File: src/logic/cxf_defines.svh
// Constants of the transceiver fault-control block: offsets, fields, timing.
// Assumes a 200 MHz system clock and AXI4-Lite register access.
// What this block does
// - Bus dominant means low on transmit and receive; recessive means high.
// - Dominant timeout supervision runs only in normal mode.
// - Each transmit falling edge in normal mode starts the dominant timeout measurement.
// - No rising edge within at least 1.2 ms disables the bus driver.
// - Transmit back at recessive clears the timeout fault, re-enables driver.
// - Receiver keeps following the bus during a dominant timeout fault.
// - Thermal fault turns driver off, blocks transmit path, receive stays.
// - Thermal fault clears below threshold, re-enters on rise, with hysteresis.
// - Interface undervoltage, or main undervoltage without standby, puts the device in a protected state.
// - Main supply low, interface ok, standby low: protected, bus high-z, receive recessive.
// - Receive output driven only while the interface supply is present.
// - Standby biases both bus lines weakly toward ground.
// - Standby high: driver off, receive high until wake; low: normal mode after the mode-change time.
// - After undervoltage clears, normal follows mode-change time; controller waits.
`ifndef CXF_DEFINES_SVH
`define CXF_DEFINES_SVH

// Timing
`define CXF_CLK_PERIOD_NS    5
`define CXF_DTO_PERIOD_NS    1200000
`define CXF_MODE_CHANGE_NS   20000
`define CXF_TSD_RELEASE_NS   1000
`define CXF_DTO_CNT_W        18
`define CXF_MODE_CNT_W       12
`define CXF_TSD_CNT_W        8
`define CXF_CEIL_CYCLES(ns)  (((ns) + `CXF_CLK_PERIOD_NS - 1) / `CXF_CLK_PERIOD_NS)

// Register map
`define CXF_AXI_AW           8
`define CXF_ADDR_CTRL        8'h00
`define CXF_ADDR_STATUS      8'h04
`define CXF_ADDR_IRQ_STATUS  8'h08
`define CXF_ADDR_IRQ_MASK    8'h0c
`define CXF_RESP_OKAY        2'h0
`define CXF_RESP_SLVERR      2'h2

// Control fields
`define CXF_CTRL_W           2
`define CXF_CTRL_FORCE_STB   0
`define CXF_CTRL_DRV_KILL    1
`define CXF_CTRL_RESET       2'h0

// Status fields
`define CXF_ST_MODE_LO       0
`define CXF_ST_MODE_HI       1
`define CXF_ST_MAIN_OK       2
`define CXF_ST_IFACE_OK      3
`define CXF_ST_DTO           4
`define CXF_ST_TSD           5
`define CXF_ST_DRV_EN        6

// Interrupt events
`define CXF_IRQ_W            4
`define CXF_IRQ_DTO          0
`define CXF_IRQ_TSD          1
`define CXF_IRQ_UV           2
`define CXF_IRQ_WAKE         3
`define CXF_IRQ_RESET        4'h0

`endif

File: src/logic/cxf_pkg.sv
// Types shared by the transceiver fault-control block.
// Assumes nothing beyond a SystemVerilog elaborator.
package cxf_pkg;

  typedef enum logic [1:0] {
    MODE_NORMAL,
    MODE_STANDBY,
    MODE_PROTECTED,
    MODE_SETTLING
  } cxf_mode_e;

  typedef enum logic [1:0] {
    BIAS_MID,
    BIAS_GND,
    BIAS_HIZ
  } cxf_bias_e;

endpackage : cxf_pkg

File: src/logic/cxf_guard_if.sv
// Signals between the top and its two protection submodules.
// Assumes all members are sampled on the system clock.
interface cxf_guard_if;
  logic txd_low;
  logic dto_enable;
  logic dto_fault;
  logic thermal_trip;
  logic tsd_fault;

  modport dto_mp (input txd_low, input dto_enable, output dto_fault);
  modport tsd_mp (input thermal_trip, output tsd_fault);
  modport top_mp (output txd_low, output dto_enable, output thermal_trip,
                  input dto_fault, input tsd_fault);
endinterface : cxf_guard_if

File: src/logic/cxf_dto_timer.sv
// Dominant timeout supervision of the transmit input.
// Assumes transmit input synchronous to the clock.
`include "cxf_defines.svh"
module cxf_dto_timer #(
  parameter int DTO_CYCLES = `CXF_CEIL_CYCLES(`CXF_DTO_PERIOD_NS)
) (
  // Clock and reset
  input  wire logic       clk_in,
  input  wire logic       rst_in,
  // Guard signals
  cxf_guard_if.dto_mp     guard
);
  import cxf_pkg::*;

  logic                      txd_low_prev;
  logic                      running;
  logic [`CXF_DTO_CNT_W-1:0] count;
  logic                      fall_edge;

  assign fall_edge = guard.txd_low & ~txd_low_prev & guard.dto_enable;

  always_ff @(posedge clk_in or posedge rst_in) begin
    if (rst_in) begin
      txd_low_prev <= 1'b0;
    end else begin
      txd_low_prev <= guard.txd_low;
    end
  end

  always_ff @(posedge clk_in or posedge rst_in) begin
    if (rst_in) begin
      running <= 1'b0;
      count   <= '0;
    end else if (fall_edge) begin
      running <= 1'b1;
      count   <= '0;
    end else if (!guard.txd_low || !guard.dto_enable) begin
      running <= 1'b0;
      count   <= '0;
    end else if (running && count != `CXF_DTO_CNT_W'(DTO_CYCLES - 1)) begin
      count   <= count + `CXF_DTO_CNT_W'(1);
    end
  end

  // Sticky until transmit returns high; leaving normal mode also clears it
  always_ff @(posedge clk_in or posedge rst_in) begin
    if (rst_in) begin
      guard.dto_fault <= 1'b0;
    end else if (!guard.txd_low || !guard.dto_enable) begin
      guard.dto_fault <= 1'b0;
    end else if (running && count == `CXF_DTO_CNT_W'(DTO_CYCLES - 1)) begin
      guard.dto_fault <= 1'b1;
    end
  end

endmodule : cxf_dto_timer

File: src/logic/cxf_thermal_guard.sv
// Thermal shutdown latch with release hysteresis.
// Assumes a level that is high while the die is over its trip threshold.
`include "cxf_defines.svh"
module cxf_thermal_guard (
  // Clock and reset
  input  wire logic       clk_in,
  input  wire logic       rst_in,
  // Guard signals
  cxf_guard_if.tsd_mp     guard
);
  import cxf_pkg::*;

  localparam int RELEASE_CYCLES = `CXF_CEIL_CYCLES(`CXF_TSD_RELEASE_NS);

  logic [`CXF_TSD_CNT_W-1:0] cool_count;

  // Cool time must be continuous, so a chattering sensor cannot toggle the driver
  always_ff @(posedge clk_in or posedge rst_in) begin
    if (rst_in) begin
      cool_count <= '0;
    end else if (guard.thermal_trip || !guard.tsd_fault) begin
      cool_count <= '0;
    end else begin
      cool_count <= cool_count + `CXF_TSD_CNT_W'(1);
    end
  end

  always_ff @(posedge clk_in or posedge rst_in) begin
    if (rst_in) begin
      guard.tsd_fault <= 1'b0;
    end else if (guard.thermal_trip) begin
      guard.tsd_fault <= 1'b1;
    end else if (cool_count == `CXF_TSD_CNT_W'(RELEASE_CYCLES - 1)) begin
      guard.tsd_fault <= 1'b0;
    end
  end

endmodule : cxf_thermal_guard

File: src/logic/cxf_top.sv
// Top of the transceiver fault-control block: modes, protection, registers.
// Assumes all pin inputs synchronous to CLOCK_IN; analog stages outside.
`include "cxf_defines.svh"
module cxf_top #(
  parameter int DTO_CYCLES = `CXF_CEIL_CYCLES(`CXF_DTO_PERIOD_NS)
) (
  // Clock and reset
  input  wire logic                   CLOCK_IN,
  input  wire logic                   SYS_RST_IN,
  // Controller side
  input  wire logic                   TXD_IN,
  input  wire logic                   STANDBY_SELECT_IN,
  output logic                        RXD_OUT,
  output logic                        RXD_OE_OUT,
  // Analog front end
  input  wire logic                   BUS_RX_DOMINANT_IN,
  input  wire logic                   WAKE_DOMINANT_IN,
  input  wire logic                   THERMAL_TRIP_IN,
  input  wire logic                   MAIN_SUPPLY_OK_IN,
  input  wire logic                   IFACE_SUPPLY_OK_IN,
  output logic                        DRIVER_EN_OUT,
  output logic                        BUS_DOMINANT_OUT,
  output cxf_pkg::cxf_bias_e          BUS_BIAS_OUT,
  // Interrupt
  output logic                        IRQ_OUT,
  // AXI4-Lite write
  input  wire logic [`CXF_AXI_AW-1:0] AXI_AWADDR_IN,
  input  wire logic                   AXI_AWVALID_IN,
  output logic                        AXI_AWREADY_OUT,
  input  wire logic [31:0]            AXI_WDATA_IN,
  input  wire logic [3:0]             AXI_WSTRB_IN,
  input  wire logic                   AXI_WVALID_IN,
  output logic                        AXI_WREADY_OUT,
  output logic [1:0]                  AXI_BRESP_OUT,
  output logic                        AXI_BVALID_OUT,
  input  wire logic                   AXI_BREADY_IN,
  // AXI4-Lite read
  input  wire logic [`CXF_AXI_AW-1:0] AXI_ARADDR_IN,
  input  wire logic                   AXI_ARVALID_IN,
  output logic                        AXI_ARREADY_OUT,
  output logic [31:0]                 AXI_RDATA_OUT,
  output logic [1:0]                  AXI_RRESP_OUT,
  output logic                        AXI_RVALID_OUT,
  input  wire logic                   AXI_RREADY_IN
);
  import cxf_pkg::*;

  localparam int MODE_CYCLES = `CXF_CEIL_CYCLES(`CXF_MODE_CHANGE_NS);

  cxf_guard_if guard ();

  cxf_mode_e                  mode;
  cxf_mode_e                  next_mode;
  logic [`CXF_MODE_CNT_W-1:0] mode_count;
  logic                       standby_req;
  logic                       next_drv_en;
  logic                       next_rxd;
  logic                       dto_prev;
  logic                       tsd_prev;
  logic                       wake_prev;
  logic [`CXF_CTRL_W-1:0]     ctrl;
  logic [`CXF_IRQ_W-1:0]      irq_status;
  logic [`CXF_IRQ_W-1:0]      irq_mask;
  logic [`CXF_IRQ_W-1:0]      irq_event;
  logic [`CXF_IRQ_W-1:0]      irq_clear;
  logic [`CXF_IRQ_W-1:0]      next_irq_status;
  logic                       aw_held;
  logic                       w_held;
  logic [`CXF_AXI_AW-1:0]     aw_addr;
  logic [31:0]                w_data;
  logic                       w_lane0;
  logic                       wr_fire;
  logic                       wr_hit;
  logic [31:0]                rd_word;
  logic                       rd_hit;

  // Protection submodules
  assign guard.txd_low      = ~TXD_IN;
  assign guard.dto_enable   = (mode == MODE_NORMAL);
  assign guard.thermal_trip = THERMAL_TRIP_IN;

  cxf_dto_timer #(
    .DTO_CYCLES (DTO_CYCLES)
  ) u_dto (
    .clk_in     (CLOCK_IN),
    .rst_in     (SYS_RST_IN),
    .guard      (guard.dto_mp)
  );

  cxf_thermal_guard u_tsd (
    .clk_in     (CLOCK_IN),
    .rst_in     (SYS_RST_IN),
    .guard      (guard.tsd_mp)
  );

  // Software can force standby on top of the pin
  assign standby_req = STANDBY_SELECT_IN | ctrl[`CXF_CTRL_FORCE_STB];

  // Mode selection; interface supply loss outranks everything
  always_comb begin
    next_mode = mode;
    if (!IFACE_SUPPLY_OK_IN) begin
      next_mode = MODE_PROTECTED;
    end else if (standby_req) begin
      next_mode = MODE_STANDBY;
    end else if (!MAIN_SUPPLY_OK_IN) begin
      next_mode = MODE_PROTECTED;
    end else begin
      unique case (mode)
        MODE_NORMAL: begin
          next_mode = MODE_NORMAL;
        end
        MODE_SETTLING: begin
          if (mode_count == `CXF_MODE_CNT_W'(MODE_CYCLES - 1)) begin
            next_mode = MODE_NORMAL;
          end
        end
        MODE_STANDBY, MODE_PROTECTED: begin
          next_mode = MODE_SETTLING;
        end
      endcase
    end
  end

  always_ff @(posedge CLOCK_IN or posedge SYS_RST_IN) begin
    if (SYS_RST_IN) begin
      mode <= MODE_PROTECTED;
    end else begin
      mode <= next_mode;
    end
  end

  always_ff @(posedge CLOCK_IN or posedge SYS_RST_IN) begin
    if (SYS_RST_IN) begin
      mode_count <= '0;
    end else if (mode != MODE_SETTLING || next_mode != MODE_SETTLING) begin
      mode_count <= '0;
    end else begin
      mode_count <= mode_count + `CXF_MODE_CNT_W'(1);
    end
  end

  // Driver path: both faults and the kill bit block it
  assign next_drv_en = (next_mode == MODE_NORMAL) & ~guard.dto_fault
                     & ~guard.tsd_fault & ~ctrl[`CXF_CTRL_DRV_KILL];

  // Receive path ignores the driver faults
  always_comb begin
    unique case (next_mode)
      MODE_NORMAL:  next_rxd = ~BUS_RX_DOMINANT_IN;
      MODE_STANDBY: next_rxd = ~WAKE_DOMINANT_IN;
      default:      next_rxd = 1'b1;
    endcase
  end

  always_ff @(posedge CLOCK_IN or posedge SYS_RST_IN) begin
    if (SYS_RST_IN) begin
      DRIVER_EN_OUT    <= 1'b0;
      BUS_DOMINANT_OUT <= 1'b0;
    end else begin
      DRIVER_EN_OUT    <= next_drv_en;
      BUS_DOMINANT_OUT <= next_drv_en & ~TXD_IN;
    end
  end

  always_ff @(posedge CLOCK_IN or posedge SYS_RST_IN) begin
    if (SYS_RST_IN) begin
      RXD_OUT    <= 1'b1;
      RXD_OE_OUT <= 1'b0;
    end else begin
      RXD_OUT    <= next_rxd;
      RXD_OE_OUT <= IFACE_SUPPLY_OK_IN;
    end
  end

  always_ff @(posedge CLOCK_IN or posedge SYS_RST_IN) begin
    if (SYS_RST_IN) begin
      BUS_BIAS_OUT <= BIAS_HIZ;
    end else begin
      unique case (next_mode)
        MODE_STANDBY:   BUS_BIAS_OUT <= BIAS_GND;
        MODE_PROTECTED: BUS_BIAS_OUT <= BIAS_HIZ;
        default:        BUS_BIAS_OUT <= BIAS_MID;
      endcase
    end
  end

  // Event edges for the interrupt logic
  always_ff @(posedge CLOCK_IN or posedge SYS_RST_IN) begin
    if (SYS_RST_IN) begin
      dto_prev  <= 1'b0;
      tsd_prev  <= 1'b0;
      wake_prev <= 1'b0;
    end else begin
      dto_prev  <= guard.dto_fault;
      tsd_prev  <= guard.tsd_fault;
      wake_prev <= WAKE_DOMINANT_IN;
    end
  end

  always_comb begin
    irq_event                = '0;
    irq_event[`CXF_IRQ_DTO]  = guard.dto_fault & ~dto_prev;
    irq_event[`CXF_IRQ_TSD]  = guard.tsd_fault & ~tsd_prev;
    irq_event[`CXF_IRQ_UV]   = (next_mode == MODE_PROTECTED) & (mode != MODE_PROTECTED);
    irq_event[`CXF_IRQ_WAKE] = (mode == MODE_STANDBY) & WAKE_DOMINANT_IN & ~wake_prev;
  end

  // Write-one-to-clear; a new event in the clearing cycle survives
  assign irq_clear = (wr_fire && wr_hit && aw_addr == `CXF_ADDR_IRQ_STATUS && w_lane0)
                   ? w_data[`CXF_IRQ_W-1:0] : '0;
  assign next_irq_status = (irq_status & ~irq_clear) | irq_event;

  always_ff @(posedge CLOCK_IN or posedge SYS_RST_IN) begin
    if (SYS_RST_IN) begin
      irq_status <= `CXF_IRQ_RESET;
      IRQ_OUT    <= 1'b0;
    end else begin
      irq_status <= next_irq_status;
      IRQ_OUT    <= |(next_irq_status & irq_mask);
    end
  end

  // AXI4-Lite write: address and data taken in either order
  assign wr_fire = aw_held & w_held & ~AXI_BVALID_OUT;
  // Lane 0 masking is done at capture, so any held word may land
  assign w_lane0 = w_held;
  assign wr_hit  = (aw_addr == `CXF_ADDR_CTRL) || (aw_addr == `CXF_ADDR_STATUS)
                || (aw_addr == `CXF_ADDR_IRQ_STATUS) || (aw_addr == `CXF_ADDR_IRQ_MASK);

  always_ff @(posedge CLOCK_IN or posedge SYS_RST_IN) begin
    if (SYS_RST_IN) begin
      aw_held         <= 1'b0;
      aw_addr         <= '0;
      AXI_AWREADY_OUT <= 1'b1;
    end else if (AXI_AWVALID_IN && AXI_AWREADY_OUT) begin
      aw_held         <= 1'b1;
      aw_addr         <= AXI_AWADDR_IN;
      AXI_AWREADY_OUT <= 1'b0;
    end else if (AXI_BVALID_OUT && AXI_BREADY_IN) begin
      AXI_AWREADY_OUT <= 1'b1;
    end else if (wr_fire) begin
      aw_held         <= 1'b0;
    end
  end

  always_ff @(posedge CLOCK_IN or posedge SYS_RST_IN) begin
    if (SYS_RST_IN) begin
      w_held         <= 1'b0;
      w_data         <= '0;
      AXI_WREADY_OUT <= 1'b1;
    end else if (AXI_WVALID_IN && AXI_WREADY_OUT) begin
      w_held         <= 1'b1;
      w_data         <= AXI_WSTRB_IN[0] ? AXI_WDATA_IN : '0;
      AXI_WREADY_OUT <= 1'b0;
    end else if (AXI_BVALID_OUT && AXI_BREADY_IN) begin
      AXI_WREADY_OUT <= 1'b1;
    end else if (wr_fire) begin
      w_held         <= 1'b0;
    end
  end

  always_ff @(posedge CLOCK_IN or posedge SYS_RST_IN) begin
    if (SYS_RST_IN) begin
      AXI_BVALID_OUT <= 1'b0;
      AXI_BRESP_OUT  <= `CXF_RESP_OKAY;
    end else if (wr_fire) begin
      AXI_BVALID_OUT <= 1'b1;
      AXI_BRESP_OUT  <= wr_hit ? `CXF_RESP_OKAY : `CXF_RESP_SLVERR;
    end else if (AXI_BREADY_IN) begin
      AXI_BVALID_OUT <= 1'b0;
    end
  end

  // Registers that software writes
  always_ff @(posedge CLOCK_IN or posedge SYS_RST_IN) begin
    if (SYS_RST_IN) begin
      ctrl     <= `CXF_CTRL_RESET;
      irq_mask <= `CXF_IRQ_RESET;
    end else if (wr_fire && w_lane0) begin
      if (aw_addr == `CXF_ADDR_CTRL) begin
        ctrl <= w_data[`CXF_CTRL_W-1:0];
      end
      if (aw_addr == `CXF_ADDR_IRQ_MASK) begin
        irq_mask <= w_data[`CXF_IRQ_W-1:0];
      end
    end
  end

  // AXI4-Lite read
  always_comb begin
    rd_word = '0;
    rd_hit  = 1'b1;
    unique case (AXI_ARADDR_IN)
      `CXF_ADDR_CTRL: begin
        rd_word[`CXF_CTRL_W-1:0] = ctrl;
      end
      `CXF_ADDR_STATUS: begin
        rd_word[`CXF_ST_MODE_HI:`CXF_ST_MODE_LO] = mode;
        rd_word[`CXF_ST_MAIN_OK]  = MAIN_SUPPLY_OK_IN;
        rd_word[`CXF_ST_IFACE_OK] = IFACE_SUPPLY_OK_IN;
        rd_word[`CXF_ST_DTO]      = guard.dto_fault;
        rd_word[`CXF_ST_TSD]      = guard.tsd_fault;
        rd_word[`CXF_ST_DRV_EN]   = DRIVER_EN_OUT;
      end
      `CXF_ADDR_IRQ_STATUS: begin
        rd_word[`CXF_IRQ_W-1:0] = irq_status;
      end
      `CXF_ADDR_IRQ_MASK: begin
        rd_word[`CXF_IRQ_W-1:0] = irq_mask;
      end
      default: begin
        rd_hit = 1'b0;
      end
    endcase
  end

  always_ff @(posedge CLOCK_IN or posedge SYS_RST_IN) begin
    if (SYS_RST_IN) begin
      AXI_ARREADY_OUT <= 1'b1;
      AXI_RVALID_OUT  <= 1'b0;
      AXI_RDATA_OUT   <= '0;
      AXI_RRESP_OUT   <= `CXF_RESP_OKAY;
    end else if (AXI_ARVALID_IN && AXI_ARREADY_OUT) begin
      AXI_ARREADY_OUT <= 1'b0;
      AXI_RVALID_OUT  <= 1'b1;
      AXI_RDATA_OUT   <= rd_word;
      AXI_RRESP_OUT   <= rd_hit ? `CXF_RESP_OKAY : `CXF_RESP_SLVERR;
    end else if (AXI_RVALID_OUT && AXI_RREADY_IN) begin
      AXI_ARREADY_OUT <= 1'b1;
      AXI_RVALID_OUT  <= 1'b0;
    end
  end

endmodule : cxf_top

File: config.mk
export PLATFORM = sky130hd
export DESIGN_NAME = cxf_top
export DESIGN_NICKNAME = d
export VERILOG_FILES = /design/src/logic/cxf_pkg.sv /design/src/logic/cxf_guard_if.sv /design/src/logic/cxf_dto_timer.sv /design/src/logic/cxf_thermal_guard.sv /design/src/logic/cxf_top.sv
export VERILOG_INCLUDE_DIRS = /design/src /design/src/logic
export SDC_FILE = /design/constraint.sdc
export NUM_CORES = 1
export LEC_CHECK = 0
export BUFFER_PORTS_ARGS = -buffer_cell sky130_fd_sc_hd__buf_2
export CAP_MARGIN = 25
export CORE_MARGIN = 10
export CORE_UTILIZATION = 32
export DETAILED_ROUTE_END_ITERATION = 12
export SLEW_MARGIN = 20
export SYNTH_ARGS = -nofsm -noshare
export SYNTH_HDL_FRONTEND = slang
export SYNTH_HIERARCHICAL = 1
export SYNTH_SLANG_ARGS = --single-unit
File: constraint.sdc
create_clock -name CLOCK_IN -period 5.25 [get_ports CLOCK_IN]
set_input_delay 1.05 -clock CLOCK_IN [delete_from_list [all_inputs] [get_ports CLOCK_IN]]
set_output_delay 1.05 -clock CLOCK_IN [all_outputs]
set_load 0.02 [all_outputs]
==> results.sh, run 1 <==
export IMPL_worstSkewPairLatency_ns=0.35
export IMPL_maxCapViolCount=0
export IMPL_rsz0062_at_grt="false"
export IMPL_place_inst=667
export IMPL_switching_share=0.265
export IMPL_critical_path_required_ns=5.45
export IMPL_p_switching_w=0.000446
export IMPL_finalNetCount=572
export IMPL_fp_dieW_um=138
export IMPL_yosys_warnings=6
export IMPL_r2r_start="aw_addr[0]"
export IMPL_final_setup_tns_ns=0
export IMPL_num_vias=3212
export IMPL_synth_edf_count=0
export IMPL_max_slew_margin=0.432
export IMPL_hold_path_depth=1
export IMPL_ant_nets=0
export IMPL_clock_path_buffers=2
export IMPL_synthArstFlopShare=1.00
export IMPL_dieArea_mm2=0.0191
export IMPL_cts_buffers_inserted=9
export IMPL_r2r_cells=5
export IMPL_grt_busiest_layer="met2"
export IMPL_postCtsSetupBuffers=0
export IMPL_clock_sinks=92
export IMPL_clock_skew_ns=0.00634
export IMPL_grt_pass1_vias=3262
export IMPL_worstPathArrival_ns=2.56
export IMPL_cts_max_level=3
export IMPL_syn_instance_count=440
export IMPL_start_util=0.325
export IMPL_gp_congestion=0.784
export IMPL_grt_util_met3=0.0384
export IMPL_die_height_um=138
export IMPL_fp_row_count=43
export IMPL_grt_util_met2=0.164
export IMPL_min_period_over_period=0.450
export IMPL_rrSetupSlack_ns=2.89
export IMPL_cts_tree="done"
export IMPL_io_buffer_count=55
export IMPL_synthFlopType="dfrtp_1"
export IMPL_p_leak_nw=2.29
export IMPL_yosys_area_top_type="dfrtp_1"
export IMPL_cts_resized_gates=0
export IMPL_cp_max_fo=4
export IMPL_ys_types=53
export IMPL_avgSynthCellArea_um2=10.2
export IMPL_routedWlPerCell_um=14.1
export IMPL_critical_path_class="reg2reg"
export IMPL_drv_slew=0
export IMPL_gr_total_overflow=0
export IMPL_fin_cells=683
export IMPL_ys_seq_area_frac=0.516
export IMPL_drt_drc_violations_left=0
export IMPL_cts_hold_buf=0
export IMPL_worstHoldPathType="reg2reg"
export IMPL_place_hpwl_um=7410
export IMPL_period_needed_ns=2.36
export IMPL_hold_viol_final=0
export IMPL_synth_area_top_cells="dfrtp_1 48%, buf_4 4.5%, nand2_1 4.5%"
export IMPL_track_usage=0.103
export IMPL_dr_first_iter_drc_count=204
export IMPL_antenna_found_initial=1
export IMPL_synthesis_area_mm2=0.00447
export IMPL_critPathLaunchType="flip-flop"
export IMPL_syn2layout_area_growth_pct=14.8
export IMPL_routed_via_density=4.70
export IMPL_drive_gt1_frac=0.215
export IMPL_clkPwrFrac=0.367
export IMPL_wl_um=9600
export IMPL_dr_pass1_iters=4
export IMPL_synth_top_cell_area_share=0.481
export IMPL_grt_max_degree=63
export IMPL_setup_violations=0
export IMPL_power_frac_seq=0.501
export IMPL_grtUsageMet1=0.121
export IMPL_internal_power_w=0.00124
export IMPL_cts_clk_slew_worst_paths_ns=0.06
export IMPL_powerDensity_mw_per_mm2=328
export IMPL_status="finished clean"
export IMPL_ir_worst_vdd_v=0.000286
export IMPL_worst_pin_slew_ns=0.844
export IMPL_rr_endpoint="IRQ_OUT"
export IMPL_pwr_share_comb=0.132
export IMPL_nFillCells=1390
export IMPL_max_freq_ghz=0.423
export IMPL_end_kind="flip-flop"
export IMPL_io_pin_count=114
export IMPL_crit_start="aw_addr[0]"
export IMPL_diodes=0
export IMPL_core_area_mm2=0.0138
export IMPL_crit_end="IRQ_OUT"
export IMPL_ys_ff_latch=92
export IMPL_grt_pass1_wl_um=16300
export IMPL_root_buffer="clkbuf_16"
[power by group through the flow]
stage	Combinational, W	Clock, W	Sequential, W
2_1_floorplan	0.000157	0	0.000863
3_3_place_gp	0.000221	0	0.000853
3_5_place_dp	0.000226	0	0.000857
4_1_cts	0.000227	0.000642	0.000844
5_1_grt	0.000251	0.000670	0.000855
6_report	0.000222	0.000619	0.000843
[routing by layer]
layer | vias to the layer above | wire length [µm]
met5 | - | 12
li1 | 1589 | -
met2 | 71 | 4560
met3 | 13 | 532
met4 | 2 | 170
met1 | 1537 | 4330
[cells by family (layout without fill, tap and decap cells)]
kind of cell,Yosys count,after routing,share of synthesized area
adders and majority gates,8,8,0.0224
DFF,92,92,0.516
AOI/OAI and AO/OA,70,70,0.0926
muxes,24,24,0.0593
xor gates and xnor gates,18,18,0.0352
other,1,27,0.000838
and+or+nand+nor,171,171,0.204
buffers and inverters,56,93,0.0699
[cells in the mapped netlist (7+ instances only)]
library cell	count
a21oi_1	14
buf_4	27
clkbuf_1	7
dfrtp_1	86
ha_1	8
inv_1	21
mux2_2	12
mux2i_1	10
nand2_1	54
nand2b_1	7
nand3_1	11
nand4_1	13
nor2_1	33
nor4_1	7
o21ai_0	33
or2_2	7
xnor2_1	9
xor2_1	9
[layout make-up]
type                    count  area [µm²]  share of cell area
clock buffers              13         270              0.0526
multi-input cells         318        1950               0.380
well taps                 180         225              0.0438
flip-flops and latches     92        2310               0.450
clock inverters             3        20.0             0.00390
inverters                  21        78.8              0.0153
repair buffers             56         283              0.0551
[placed cells by master (no fill, tap or decap), drive strengths merged, types with 2 or more instances in the layout]
cell type	netlist	final
nor4	8	8
or3	7	7
a2111o	3	3
conb	1	27
and2	3	3
nand3b	3	3
a21boi	3	3
a22oi	2	2
dfrtp	86	86
buf	28	56
or4	3	3
ha	8	8
nand4	13	13
dfstp	6	6
a21oi	14	14
a31oi	3	3
or2	7	7
nor2	33	33
nand4b	2	2
nand3	12	12
nand2	54	54
and3	3	3
o21ai	35	35
nor3	4	4
mux2i	10	10
inv	21	21
mux2	14	14
xor2	9	9
clkinvlp	0	2
xnor2	9	9
and4	2	2
clkbuf	7	13
o211ai	3	3
nor2b	6	6
or4b	2	2
nand2b	8	8
[worst min-delay path by stage]
stage	from	end	slack (ns)
floorplan	u_dto/guard.dto_fault	dto_prev	0.41
global placement	mode_count[0]	mode_count[0]	0.44
detailed placement	mode_count[0]	mode_count[0]	0.45
CTS	mode_count[0]	mode_count[0]	0.46
global route	mode_count[0]	mode_count[0]	0.48
finish	mode_count[0]	mode_count[0]	0.46
[state kept, by name, summed over array words and instances (netlist names), 2 cells and up]
name,flops
irq_status,4
AXI_RDATA_OUT,7
BUS_BIAS_OUT,2
ctrl,2
mode,2
u_dto/count,18
irq_mask,4
mode_count,12
u_tsd/cool_count,8
aw_addr,8
w_data,4
[critical path, cell delays in order, from the launching register on]
cell	delay, ns
dfrtp_1	0.37
or4_4	0.54
nor4_1	0.74
a21boi_0	0.22
o21ai_0	0.20
nand4_1	0.14
[through the flow]
step | total power, W | cell area (µm²) | util | setup WS (ns) | hold WS [ns]
after global routing | 0.00178 | 5140 | 0.373 | 2.68 | 0.484
final | 0.00168 | 5140 | 0.373 | 2.89 | 0.457
after detailed placement | 0.00108 | 4850 | 0.352 | 2.55 | 0.451
after global placement | 0.00107 | 4850 | 0.352 | 2.60 | 0.441
after floorplan | 0.00102 | 4570 | - | 2.67 | 0.407
after CTS | 0.00171 | 5140 | 0.373 | 2.87 | 0.459
No activity file was read; power rests on OpenSTA's default activity.
==> inputs of run 2 (changes only) <==
ABC_AREA = 1   (was default)
clock period = 2.1 ns   (was 5.25 ns; I/O delays follow)
==> run 2 against run 1 <==
Count of clock-buffer cells in the layout down 3. Non-clock buffer count grew 6. Final cell count increased by 23%. Largest cell class unchanged. Fmax rose by 29%. Worst setup slack lost 2.6 ns. Worst hold slack worse by 0.41 ns. Global-route usage up 0.30 points. Wire length increased by 10%. Largest power group unchanged.
==> results.sh, run 2 <==
export IMPL_postCtsSetupBuffers=0
export IMPL_ys_types=43
export IMPL_syn_instance_count=585
export IMPL_final_setup_tns_ns=0
export IMPL_wl_um=10600
export IMPL_worst_pin_slew_ns=0.490
export IMPL_synth_edf_count=0
export IMPL_r2r_start="mode[0]"
export IMPL_cts_buffers_inserted=9
export IMPL_track_usage=0.106
export IMPL_io_buffer_count=55
export IMPL_routed_via_density=4.38
export IMPL_final_cell_mix="148 x nand2_1, 86 x dfrtp_1, 74 x nor2_1"
export IMPL_synthesis_area_mm2=0.00480
export IMPL_regMostFlops="u_dto/count"
export IMPL_worstPathArrival_ns=2.09
export IMPL_largest_register_ffs=18
export IMPL_place_hpwl_um=8060
export IMPL_rr_endpoint="u_dto/count[0]"
export IMPL_cp_cell_sequence="inv_1 > ha_1 > nand2_1 > nor2_1 > inv_2 > nor2_1 > nand2_1 > o21ai_1"
export IMPL_drive_gt1_frac=0.185
export IMPL_synthArstFlopShare=1.00
export IMPL_gp_congestion=0.853
export IMPL_grt_max_degree=49
export IMPL_whs_ns=0.0507
export IMPL_dr_first_iter_drc_count=284
export IMPL_critical_path_class="reg2reg"
export IMPL_p_leak_nw=2.66
export IMPL_worstHoldPathType="in2async"
export IMPL_maxCapViolCount=0
export IMPL_antenna_found_initial=0
export IMPL_synth_area_top_cells="dfrtp_1 45%, nand2_1 12%, nor2_1 5.8%"
export IMPL_yosys_area_top_type="dfrtp_1"
export IMPL_period_needed_ns=1.82
export IMPL_critPathLaunchType="flip-flop"
export IMPL_powerDensity_mw_per_mm2=807
export IMPL_die_height_um=142
export IMPL_cts_clk_slew_worst_paths_ns=0.07
export IMPL_start_util=0.329
export IMPL_hold_viol_final=0
export IMPL_rrSetupSlack_ns=0.28
export IMPL_nFillCells=1514
export IMPL_critical_path_required_ns=2.37
export IMPL_cts_resized_gates=0
export IMPL_ys_top_cells_by_count="148 x nand2_1, 86 x dfrtp_1, 74 x nor2_1"
export IMPL_yosys_warnings=6
export IMPL_rsz0062_at_grt="false"
export IMPL_diodes=0
export IMPL_core_area_mm2=0.0146
export IMPL_drv_slew=0
export IMPL_top_regs="u_dto/count (18), mode_count (12)"
export IMPL_synth_top_cell_area_share=0.449
export IMPL_grt_pass1_wl_um=17500
export IMPL_drt_drc_violations_left=0
export IMPL_worstSkewPairLatency_ns=0.35
export IMPL_cts_hold_buf=0
export IMPL_gr_total_overflow=0
export IMPL_clock_sinks=92
export IMPL_routedWlPerCell_um=12.6
export IMPL_synthMostInstantiatedCell="nand2_1"
export IMPL_end_kind="flip-flop"
export IMPL_num_vias=3691
export IMPL_r2r_cells=8
export IMPL_grt_pass1_vias=3549
export IMPL_dieArea_mm2=0.0203
export IMPL_fp_dieW_um=142
export IMPL_dr_pass1_iters=4
export IMPL_root_buffer="clkbuf_16"
export IMPL_status="finished clean"
export IMPL_io_pin_count=114
export IMPL_synthFlopType="dfrtp_1"
export IMPL_ir_worst_vdd_v=0.000369
export IMPL_cts_tree="done"
export IMPL_fp_row_count=44
export IMPL_setup_violations=0
export IMPL_finalNetCount=727
export IMPL_crit_path_max_incr_delay_ns=0.42
export IMPL_syn2layout_area_growth_pct=15.6
export IMPL_layout_commonest_cell="nand2_1"
export IMPL_cp_max_fo=4
export IMPL_ant_nets=0
export IMPL_max_freq_ghz=0.548
export IMPL_clock_path_buffers=2
export IMPL_avgSynthCellArea_um2=8.20
export IMPL_ys_seq_area_frac=0.481
export IMPL_max_slew_margin=0.670
export IMPL_crit_slowest_cell="dfrtp_1"
export IMPL_clock_skew_ns=0.00809
export IMPL_min_period_over_period=0.868
export IMPL_ys_ff_latch=92
export IMPL_cts_max_level=3
[run 2: cell types whose count changed in the layout (fill, tap and decap cells not counted), sizes merged, moves of 10 or more]
cell and change:
mux2i -10, inv +54, nor2 +53, nand2 +99
mux2 -11, nand3 +20
[run 2: how the worst max path moves through the flow]
stage                         from               end  depth (start not counted)
global route        u_dto/count[1]    u_dto/count[6]                          8
detailed placement  u_dto/count[1]   u_dto/count[16]                          8
global placement    u_dto/count[1]   u_dto/count[16]                          8
CTS                 u_dto/count[1]   u_dto/count[16]                          8
finish                     mode[0]    u_dto/count[0]                          8
floorplan               SYS_RST_IN  AXI_BRESP_OUT[1]                          1
[run 2: per-stage QoR]
stage / area [µm²] / power [W] / std cells / util / worst slack (ns)
after floorplan: 4900 / 0.00268 / 611 / - / 0.149
after global placement: 5250 / 0.00287 / 826 / 0.360 / 0.276
after detailed placement: 5250 / 0.00288 / 826 / 0.360 / 0.267
after CTS: 5550 / 0.00455 / 842 / 0.380 / 0.261
after global routing: 5550 / 0.00472 / 842 / 0.380 / 0.0345
final: 5550 / 0.00448 / 842 / 0.380 / 0.276
[run 2: layer usage]
metal	track usage	wire length [µm]	up-vias
li1	-	-	1947
met1	0.139	4980	1670
met2	0.161	4900	62
met3	0.0310	571	12
met4	0.0399	155	0
met5	0	0	-
[run 2: cell type report]
| class | instances | area (µm²) | share of cell area |
|---|---|---|---|
| clock inverters | 6 | 60.1 | 0.0108 |
| repair buffers | 62 | 353 | 0.0636 |
| flip-flops and latches | 92 | 2310 | 0.417 |
| multi-input cells | 416 | 2080 | 0.375 |
| clock buffers | 10 | 239 | 0.0431 |
| inverters | 72 | 273 | 0.0492 |
| well taps | 184 | 230 | 0.0415 |
[run 2: logic make-up (layout without fill, tap and decap cells)]
group,count (synthesis),after routing,share of synthesized area
flops,92,92,0.481
compound gates,60,60,0.0691
fa+ha+maj,8,8,0.0209
xor+xnor,10,10,0.0183
other cells,1,27,0.000782
buf+inv,103,150,0.105
simple gates,308,308,0.297
mux,3,3,0.00704
[run 2: where the power goes]
part	internal, W	switching [W]	total [W]
logic	0.000230	0.000498	0.000728
registers	0.00200	0.000118	0.00212
clock network	0.000871	0.000763	0.00163
total	0.00310	0.00138	0.00448
[run 2: worst max-delay path, delay by kind of cell (launching register included)]
kind                     cells  cell delay, ns
AND/OR/NAND/NOR              4            0.76
flip-flops                   1            0.42
adder cells (fa/ha/maj)      1            0.25
buffers and inverters        2            0.20
AO/OA/AOI/OAI                1            0.11
